==> config.mk <==
export PLATFORM = sky130hd
export DESIGN_NAME = edm_monitor
export DESIGN_NICKNAME = d
export VERILOG_FILES = /design/src/verilog/edm_pkg.sv /design/src/verilog/edm_monitor.sv /design/src/verilog/edm_timer.sv /design/src/verilog/edm_irq.sv
export SDC_FILE = /design/constraint.sdc
export NUM_CORES = 1
export LEC_CHECK = 0
export ABC_CLOCK_PERIOD_IN_PS = 2700
export BUFFER_PORTS_ARGS = -buffer_cell sky130_fd_sc_hd__clkbuf_2
export CORE_MARGIN = 3
export CORE_UTILIZATION = 25
export CTS_BUF_LIST = sky130_fd_sc_hd__clkbuf_8
export DETAILED_ROUTE_END_ITERATION = 8
export GPL_ROUTABILITY_DRIVEN = 1
export SLEW_MARGIN = 15
export SYNTH_ARGS = -nofsm -noshare
export SYNTH_HDL_FRONTEND = slang
export SYNTH_SLANG_ARGS = --single-unit
==> constraint.sdc <==
create_clock -name clock -period 2.7 [get_ports clock]
set_input_delay 0.405 -clock clock [delete_from_list [all_inputs] [get_ports clock]]
set_output_delay 0.405 -clock clock [all_outputs]
set_load 0.05 [all_outputs]
==> src/verilog/edm_pkg.sv <==
// Shared constants, register map and state encoding of the external device monitor
package edm_pkg;

  localparam int unsigned CLK_HZ = 40_000_000;
  localparam int unsigned CYCLES_PER_MS = CLK_HZ / 1000;
  localparam int unsigned RESPONSE_LIMIT_MS_DEFAULT = 0;
  localparam int unsigned TIMER_W = 32;

  localparam int unsigned ADDR_W = 8;
  localparam int unsigned DATA_W = 32;
  localparam logic [7:0] OFS_STATUS = 8'h00;
  localparam logic [7:0] OFS_IRQ_EN = 8'h04;
  localparam logic [7:0] OFS_IRQ_CLR = 8'h08;
  localparam logic [7:0] OFS_STATE = 8'h0c;
  localparam logic [7:0] OFS_CONTROL = 8'h10;

  localparam int unsigned EVT_W = 4;
  localparam int unsigned EVT_ERROR = 0;
  localparam int unsigned EVT_ON_CONFIRMED = 1;
  localparam int unsigned EVT_OFF_CONFIRMED = 2;
  localparam int unsigned EVT_DISABLED = 3;

  localparam int unsigned ST_READY_BIT = 16;
  localparam int unsigned ST_DRIVE_BIT = 17;
  localparam int unsigned ST_ERROR_BIT = 18;
  localparam int unsigned ST_FB1_BIT = 19;
  localparam int unsigned ST_FB2_BIT = 20;
  localparam int unsigned CTRL_HOLD_OFF_BIT = 0;
  localparam logic CTRL_RESET_VALUE = 1'h0;
  localparam logic [EVT_W-1:0] IRQ_EN_RESET_VALUE = 4'h0;

  localparam logic [15:0] DIAG_IDLE = 16'h0000;
  localparam logic [15:0] DIAG_INIT = 16'h8001;
  localparam logic [15:0] DIAG_OFF = 16'h8010;
  localparam logic [15:0] DIAG_ON_WAIT = 16'h8012;
  localparam logic [15:0] DIAG_ACTIVE = 16'h8000;
  localparam logic [15:0] DIAG_OFF_WAIT = 16'h8011;
  localparam logic [15:0] DIAG_ERR_ON = 16'hc091;
  localparam logic [15:0] DIAG_ERR_OFF = 16'hc090;

  typedef enum logic [2:0] {
    EDM_IDLE = 3'h0,
    EDM_INIT = 3'h1,
    EDM_OFF = 3'h3,
    EDM_ON_WAIT = 3'h2,
    EDM_ACTIVE = 3'h6,
    EDM_OFF_WAIT = 3'h7,
    EDM_ERR_ON = 3'h5,
    EDM_ERR_OFF = 3'h4
  } edm_state_e;

endpackage

==> src/verilog/edm_monitor.sv <==
// External device monitor: actuator drive with two-contact feedback check
//
// Overview of operation
// - A low upstream request forces the drive off; high allows switching on.
// - First feedback low means switched, high means default state.
// - Second feedback low means switched, high means default state.
// - Response limit is a constant longest response time, default zero ms.
// - Both feedbacks must show default state before the drive is asserted.
// - After drive on, both feedbacks must switch within the response limit.
// - Drive high enables the actuator, low disables; result checked on feedback.
// - Enable low sends any state to idle, above every other transition.
// - On error: drive low, error flag high, diagnostic shows error state.
// - A feedback error is cleared by a rising edge of the reset input while the request is low, or by enable low.
//
// The placing of the registers and the address-and-strobe port were left to the implementer.
`timescale 1ns/1ps
module edm_monitor import edm_pkg::*; #(
  parameter int unsigned RESPONSE_LIMIT_MS = RESPONSE_LIMIT_MS_DEFAULT
) (
  input wire logic clock,
  input wire logic rst_n,
  input wire logic enable,
  input wire logic upstream_request,
  input wire logic feedback_first,
  input wire logic feedback_second,
  input wire logic auto_start_permit,
  input wire logic fault_reset,
  input wire logic [ADDR_W-1:0] reg_addr,
  input wire logic [DATA_W-1:0] reg_wdata,
  input wire logic reg_write,
  input wire logic reg_read,
  output logic [DATA_W-1:0] reg_rdata,
  output logic ready,
  output logic actuator_drive,
  output logic error,
  output logic [15:0] diagnostic_code,
  output logic irq
);

  // Longest time rounds down, but never below one cycle
  localparam longint unsigned LIMIT_RAW = longint'(RESPONSE_LIMIT_MS) * longint'(CYCLES_PER_MS);
  localparam logic [TIMER_W-1:0] LIMIT_CYCLES =
    (LIMIT_RAW == 0) ? TIMER_W'(1) : TIMER_W'(LIMIT_RAW);

  edm_state_e state_reg;
  edm_state_e state_next;
  logic reset_prev_reg;
  logic reset_rise;
  logic ctrl_hold_off_reg;
  logic request_eff;
  localparam int unsigned FB_N = 2;
  logic [FB_N-1:0] fb_raw;
  logic [FB_N-1:0] fb_default;
  logic fb_both_default;
  logic fb_both_switched;
  logic timer_start;
  logic timer_run;
  logic timer_expired;
  logic [EVT_W-1:0] events;
  logic [EVT_W-1:0] irq_status;
  logic [EVT_W-1:0] irq_enable;
  logic irq_en_wr;
  logic irq_clr_wr;
  logic ready_next;
  logic drive_next;
  logic error_next;
  logic [15:0] diag_next;

  // Feedback polarity: high is the resting default, low is switched
  assign fb_raw = {feedback_second, feedback_first};
  for (genvar ch = 0; ch < FB_N; ch++) begin : g_fb
    assign fb_default[ch] = fb_raw[ch];
  end
  // Shorting both inputs to one contact still passes these checks
  assign fb_both_default = &fb_default;
  assign fb_both_switched = ~|fb_default;

  // Software hold acts like a low request, so it can only switch off
  assign request_eff = upstream_request && !ctrl_hold_off_reg;

  // Level-high would re-clear an error forever on a stuck reset; edge avoids it
  assign reset_rise = fault_reset && !reset_prev_reg;

  always_ff @(posedge clock) begin
    if (!rst_n) begin
      reset_prev_reg <= 1'b0;
    end else begin
      reset_prev_reg <= fault_reset;
    end
  end

  // Next-state logic; disable is checked first so it outranks every path
  always_comb begin
    state_next = state_reg;
    timer_start = 1'b0;
    if (!enable) begin
      state_next = EDM_IDLE;
    end else begin
      case (state_reg)
        EDM_IDLE: begin
          state_next = EDM_INIT;
        end
        EDM_INIT: begin
          // Without the permit, a reset edge is the start acknowledge
          if (auto_start_permit || reset_rise) begin
            state_next = EDM_OFF;
          end
        end
        EDM_OFF: begin
          if (request_eff) begin
            if (fb_both_default) begin
              state_next = EDM_ON_WAIT;
              timer_start = 1'b1;
            end else begin
              state_next = EDM_ERR_OFF;
            end
          end
        end
        EDM_ON_WAIT: begin
          if (!request_eff) begin
            state_next = EDM_OFF_WAIT;
            timer_start = 1'b1;
          end else if (fb_both_switched) begin
            state_next = EDM_ACTIVE;
          end else if (timer_expired) begin
            state_next = EDM_ERR_ON;
          end
        end
        EDM_ACTIVE: begin
          if (!request_eff) begin
            state_next = EDM_OFF_WAIT;
            timer_start = 1'b1;
          end else if (!fb_both_switched) begin
            // A contact dropping out while driven is a feedback fault
            state_next = EDM_ERR_ON;
          end
        end
        EDM_OFF_WAIT: begin
          if (fb_both_default) begin
            state_next = EDM_OFF;
          end else if (timer_expired) begin
            state_next = EDM_ERR_OFF;
          end
        end
        EDM_ERR_ON, EDM_ERR_OFF: begin
          // Leaving with the request still high would re-energise at once
          if (reset_rise && !request_eff) begin
            state_next = EDM_OFF;
          end
        end
        default: begin
          state_next = EDM_ERR_OFF;
        end
      endcase
    end
  end

  always_ff @(posedge clock) begin
    if (!rst_n) begin
      state_reg <= EDM_IDLE;
    end else begin
      state_reg <= state_next;
    end
  end

  assign timer_run = (state_reg == EDM_ON_WAIT) || (state_reg == EDM_OFF_WAIT);

  edm_timer #(
    .WIDTH(TIMER_W),
    .LIMIT_CYCLES(LIMIT_CYCLES)
  ) u_timer (
    .clock(clock),
    .rst_n(rst_n),
    .start(timer_start),
    .run(timer_run),
    .expired(timer_expired)
  );

  // Output decode from the next state keeps outputs aligned with the state
  always_comb begin
    ready_next = 1'b1;
    drive_next = 1'b0;
    error_next = 1'b0;
    diag_next = DIAG_IDLE;
    case (state_next)
      EDM_IDLE: begin
        ready_next = 1'b0;
        diag_next = DIAG_IDLE;
      end
      EDM_INIT: begin
        diag_next = DIAG_INIT;
      end
      EDM_OFF: begin
        diag_next = DIAG_OFF;
      end
      EDM_ON_WAIT: begin
        drive_next = 1'b1;
        diag_next = DIAG_ON_WAIT;
      end
      EDM_ACTIVE: begin
        drive_next = 1'b1;
        diag_next = DIAG_ACTIVE;
      end
      EDM_OFF_WAIT: begin
        diag_next = DIAG_OFF_WAIT;
      end
      EDM_ERR_ON: begin
        error_next = 1'b1;
        diag_next = DIAG_ERR_ON;
      end
      EDM_ERR_OFF: begin
        error_next = 1'b1;
        diag_next = DIAG_ERR_OFF;
      end
      default: begin
        error_next = 1'b1;
        diag_next = DIAG_ERR_OFF;
      end
    endcase
  end

  always_ff @(posedge clock) begin
    if (!rst_n) begin
      ready <= 1'b0;
      error <= 1'b0;
      diagnostic_code <= DIAG_IDLE;
    end else begin
      ready <= ready_next;
      error <= error_next;
      diagnostic_code <= diag_next;
    end
  end

  // Drive kept in its own process so nothing else can hold it high
  always_ff @(posedge clock) begin
    if (!rst_n) begin
      actuator_drive <= 1'b0;
    end else begin
      actuator_drive <= drive_next && request_eff;
    end
  end

  // Events are pulses on entry to the named state; off-confirmed only when EDM_OFF is entered from EDM_OFF_WAIT
  always_comb begin
    events = '0;
    events[EVT_ERROR] = (state_next == EDM_ERR_ON || state_next == EDM_ERR_OFF) &&
                        !(state_reg == EDM_ERR_ON || state_reg == EDM_ERR_OFF);
    events[EVT_ON_CONFIRMED] = (state_next == EDM_ACTIVE) && (state_reg != EDM_ACTIVE);
    events[EVT_OFF_CONFIRMED] = (state_next == EDM_OFF) && (state_reg == EDM_OFF_WAIT);
    events[EVT_DISABLED] = (state_next == EDM_IDLE) && (state_reg != EDM_IDLE);
  end

  assign irq_en_wr = reg_write && (reg_addr == OFS_IRQ_EN);
  assign irq_clr_wr = reg_write && (reg_addr == OFS_IRQ_CLR);

  edm_irq #(
    .WIDTH(EVT_W)
  ) u_irq (
    .clock(clock),
    .rst_n(rst_n),
    .events(events),
    .enable_wr(irq_en_wr),
    .clear_wr(irq_clr_wr),
    .wdata(reg_wdata[EVT_W-1:0]),
    .status(irq_status),
    .enable(irq_enable),
    .irq(irq)
  );

  always_ff @(posedge clock) begin
    if (!rst_n) begin
      ctrl_hold_off_reg <= CTRL_RESET_VALUE;
    end else if (reg_write && reg_addr == OFS_CONTROL) begin
      ctrl_hold_off_reg <= reg_wdata[CTRL_HOLD_OFF_BIT];
    end
  end

  // Read data valid only in the cycle after the strobe; zero otherwise
  always_ff @(posedge clock) begin
    if (!rst_n) begin
      reg_rdata <= '0;
    end else if (!reg_read) begin
      reg_rdata <= '0;
    end else if (reg_addr == OFS_STATUS) begin
      reg_rdata <= DATA_W'(irq_status);
    end else if (reg_addr == OFS_IRQ_EN) begin
      reg_rdata <= DATA_W'(irq_enable);
    end else if (reg_addr == OFS_STATE) begin
      reg_rdata <= '0;
      reg_rdata[15:0] <= diagnostic_code;
      reg_rdata[ST_READY_BIT] <= ready;
      reg_rdata[ST_DRIVE_BIT] <= actuator_drive;
      reg_rdata[ST_ERROR_BIT] <= error;
      reg_rdata[ST_FB1_BIT] <= feedback_first;
      reg_rdata[ST_FB2_BIT] <= feedback_second;
    end else if (reg_addr == OFS_CONTROL) begin
      reg_rdata <= '0;
      reg_rdata[CTRL_HOLD_OFF_BIT] <= ctrl_hold_off_reg;
    end else begin
      reg_rdata <= '0;
    end
  end

endmodule

==> src/verilog/edm_timer.sv <==
// Response-time down counter for the device monitor
`timescale 1ns/1ps
module edm_timer import edm_pkg::*; #(
  parameter int unsigned WIDTH = TIMER_W,
  parameter logic [WIDTH-1:0] LIMIT_CYCLES = 1
) (
  input wire logic clock,
  input wire logic rst_n,
  input wire logic start,
  input wire logic run,
  output logic expired
);

  logic [WIDTH-1:0] count_reg;
  logic running_reg;

  // Loads on start; a limit of one cycle means expiry on the next edge
  always_ff @(posedge clock) begin
    if (!rst_n) begin
      count_reg <= '0;
      running_reg <= 1'b0;
    end else if (start) begin
      count_reg <= LIMIT_CYCLES - 1'b1;
      running_reg <= 1'b1;
    end else if (!run) begin
      running_reg <= 1'b0;
    end else if (running_reg && count_reg != '0) begin
      count_reg <= count_reg - 1'b1;
    end
  end

  assign expired = running_reg && run && (count_reg == '0);

endmodule

==> src/verilog/edm_irq.sv <==
// Sticky event status, enable mask and interrupt line
`timescale 1ns/1ps
module edm_irq import edm_pkg::*; #(
  parameter int unsigned WIDTH = EVT_W
) (
  input wire logic clock,
  input wire logic rst_n,
  input wire logic [WIDTH-1:0] events,
  input wire logic enable_wr,
  input wire logic clear_wr,
  input wire logic [WIDTH-1:0] wdata,
  output logic [WIDTH-1:0] status,
  output logic [WIDTH-1:0] enable,
  output logic irq
);

  logic [WIDTH-1:0] status_next;

  // Set beats clear so an event in the clearing cycle survives
  always_comb begin
    status_next = status;
    if (clear_wr) begin
      status_next = status_next & ~wdata;
    end
    status_next = status_next | events;
  end

  always_ff @(posedge clock) begin
    if (!rst_n) begin
      status <= '0;
    end else begin
      status <= status_next;
    end
  end

  always_ff @(posedge clock) begin
    if (!rst_n) begin
      enable <= IRQ_EN_RESET_VALUE;
    end else if (enable_wr) begin
      enable <= wdata;
    end
  end

  always_ff @(posedge clock) begin
    if (!rst_n) begin
      irq <= 1'b0;
    end else begin
      irq <= |(status_next & (enable_wr ? wdata : enable));
    end
  end

endmodule

==> flow_summary.ini <==
[grt]
grt_use_total_pct = 9.87
use_met2_pct = 16.9
busiest_layer = met2
grt_pass1_wl_mm = 11.9
antenna_found_initial = 0
grtUsageMet1_pct = 11.9
grt_max_degree = 23
overflow = 0
met3_usage_pct = 3.32
first_global_vias = 2631

[run]
maxCapViolCount = 0

[worst_setup_path]
cp.arrival_ps = 2810
cp_max_fo = 7
worst-r2r-cell-count = 6
cp-startpoint = u_timer.count_reg[19]
r2r_start = u_timer.count_reg[19]
setup.worst_path.start_class = register
crit_type = register to register
crit_required_ps = 2970
regToRegEndpoint = u_timer.count_reg[31]
end_kind = register
rrSetupSlack_ps = 170

[synthesis]
synth_simple_gate_area_share_pct = 26.9
yosys_warnings = 0
synth_ff_type = dfxtp_1
synthDistinctLibCells = 57
ys_seq_area_share_pct = 40.9
synth_top_family_by_area = simple AND/OR/NAND/NOR gates
syn_inst = 381
synthMuxAreaShare_pct = 2.48
synth_top_area_cell = dfxtp_1
synth_area_sq_um = 3280
synth_fa_ha_area_share_pct = 0.764
ys_ff_latch = 67
synthArstFlopShare_pct = 0
synth_top_area_share_pct = 40.9
syn_avg_cell_area_sq_um = 8.60
synth_area_leaders = dfxtp_1 (41%), buf_4 (7.3%), a21oi_1 (4.1%)
synth-compound-area-share_pct = 16.2
synth_xor_area_share_pct = 2.14
synth_edf_count = 0

[outcome]
status = completed

[pwr]
leakagePower_uw = 0.00154
powerDensity_nw_per_um2 = 547
ir_worst_vdd_v = 0.000205
power_uw = 2080

[sta]
finalClockSkew_ps = 6.11
finalCritPeriodShare_pct = 93.8
setup_violations = 0
fmax_mhz = 395
fin_crit_ps = 2530
fin_setup_tns_ps = 0
worst_slack_ps = 167
hold_viol = 0
slew_violations = 0
rsz0062_at_grt = no

[die]
die_area_sq_um = 14500
die_y_um = 120
start_util_pct = 25.8
dieWidth_um = 120
ios = 102
core_area_sq_um = 12700
placementRows = 41

[drt]
dr.pass1.iters = 4
drc = 0
vias = 2792
avgViaCountPerCell = 4.65
drt-initial-drc-count = 117
ant_nets = 0
wirelength_mm = 7.25
wl_per_cell_um = 12.1

[hold_path]
whs_endpoint = reset_prev_reg
hp-start = fault_reset
hold_depth = 2
hold_path_class = input pin to register

[layout]
drive_above_1_share_pct = 19.8
regArea_sq_um = 1340
fin_cells = 601
diodes = 0
nets = 476
largest_reg_flops = 32
multi_input_area_sq_um = 1720
areaGrowthSynthToFinish_pct = 16.0
fillCellCount = 1383
finalInstanceArea_sq_um = 3800

[placed_design]
gp_congestion = 0.816
dp_hpwl_mm = 5.32
place_inst = 585
post_dp_cell_area_sq_um = 3570
io_buffers = 44
place_ws_ps = 138

[clock_network]
ctsResizeCount = 0
cts_setup_buffers = 0
root_buffer = clkbuf_8
clk_path_buf_depth = 2
ctsHoldBuffers = 0
numCtsBuffers = 9
cts_sinks = 67
insertion_delay_ps = 350
clk_pin_slew_ps = 80
h-tree-depth = 3
cts_tree = built
metal layers:
layer,up-vias,share of wire [%]
met4,0,1.2
met3,13,5.9
met5,-,0
met1,1298,46
li1,1412,-
met2,69,47
report_power, final:
part	internal (uW)	switching, uW	total [uW]
Combinational	38.0	163	201
Sequential	995	6.59	1000
Clock	480	396	876
critical path, stage by stage, from the launching register on:
cell	delay (ps)
dfxtp_1	370
or4_4	580
nand2b_4	170
or3_4	350
or3_4	350
or4_1	470
a21oi_1	170
synth_stat cells (2+ instances only):
master     instances
or4_1             10
o31ai_1            8
nor4_1             6
or3_1             15
nand2_1           21
o211ai_1           4
nand2b_1           5
or3_2              2
o21ai_0           16
or2_2              5
a41oi_1            2
nand4_1           12
a21oi_1           27
or3_4              2
mux2i_1            7
nor3_1            12
o2bb2ai_1          2
and2_1            14
clkbuf_1          14
and3_1             3
o221ai_1           2
nand3_1            7
inv_1             12
nand4b_1           2
buf_4             32
dfxtp_1           67
a31oi_1            3
xor2_1             7
nor2_1            25
ha_1               2
a21boi_0           2
o2111ai_1          2
nor2b_1            5
o21bai_1           2
o21a_1             2
area by class of cell:
cell class              count  area share, %
clock buffers              11           3.98
clock inverters             5           1.58
inverters                  12           1.18
multi-input cells         283           45.1
flip-flops and latches     67           35.3
well taps                 172           5.66
repair buffers             51           7.17
cells by family (layout without fill, tap and decap cells):
group	after synthesis	in the layout
adder cells (fa/ha/maj)	2	2
buffers and inverters	59	79
multiplexers	8	8
flip-flops	67	67
AND/OR/NAND/NOR	153	153
AO/OA/AOI/OAI	83	83
XOR/XNOR	8	8
other	1	29
per-stage QoR:
stage / hold slack, ps / util, %
floorplan: 440 / -
global placement: 451 / 28.1
detailed placement: 452 / 28.1
CTS: 283 / 29.7
global route: 281 / 29.9
finish: 285 / 29.9
cell usage in the layout, fill, tap and decap left out, types with 8 or more instances in the layout:
| cell | instances |
|---|---|
| o31ai_1 | 8 |
| clkbuf_8 | 11 |
| clkbuf_2 | 44 |
| or3_1 | 15 |
| conb_1 | 29 |
| nor3_1 | 12 |
| nand2_1 | 21 |
| a21oi_1 | 27 |
| dfxtp_1 | 67 |
| inv_1 | 12 |
| or4_1 | 10 |
| nand4_1 | 12 |
| nor2_1 | 25 |
| o21ai_0 | 16 |
| and2_1 | 14 |
worst max path at each step:
stage                                        to  cells past startpoint
final                     u_timer.count_reg[31]                      6
after global routing      u_timer.count_reg[20]                      6
after CTS                 u_timer.count_reg[20]                      6
after detailed placement  u_timer.count_reg[20]                      6
after global placement    u_timer.count_reg[20]                      6
after floorplan           u_timer.count_reg[31]                      6
Note: power is estimated with default switching activity, not from simulation.
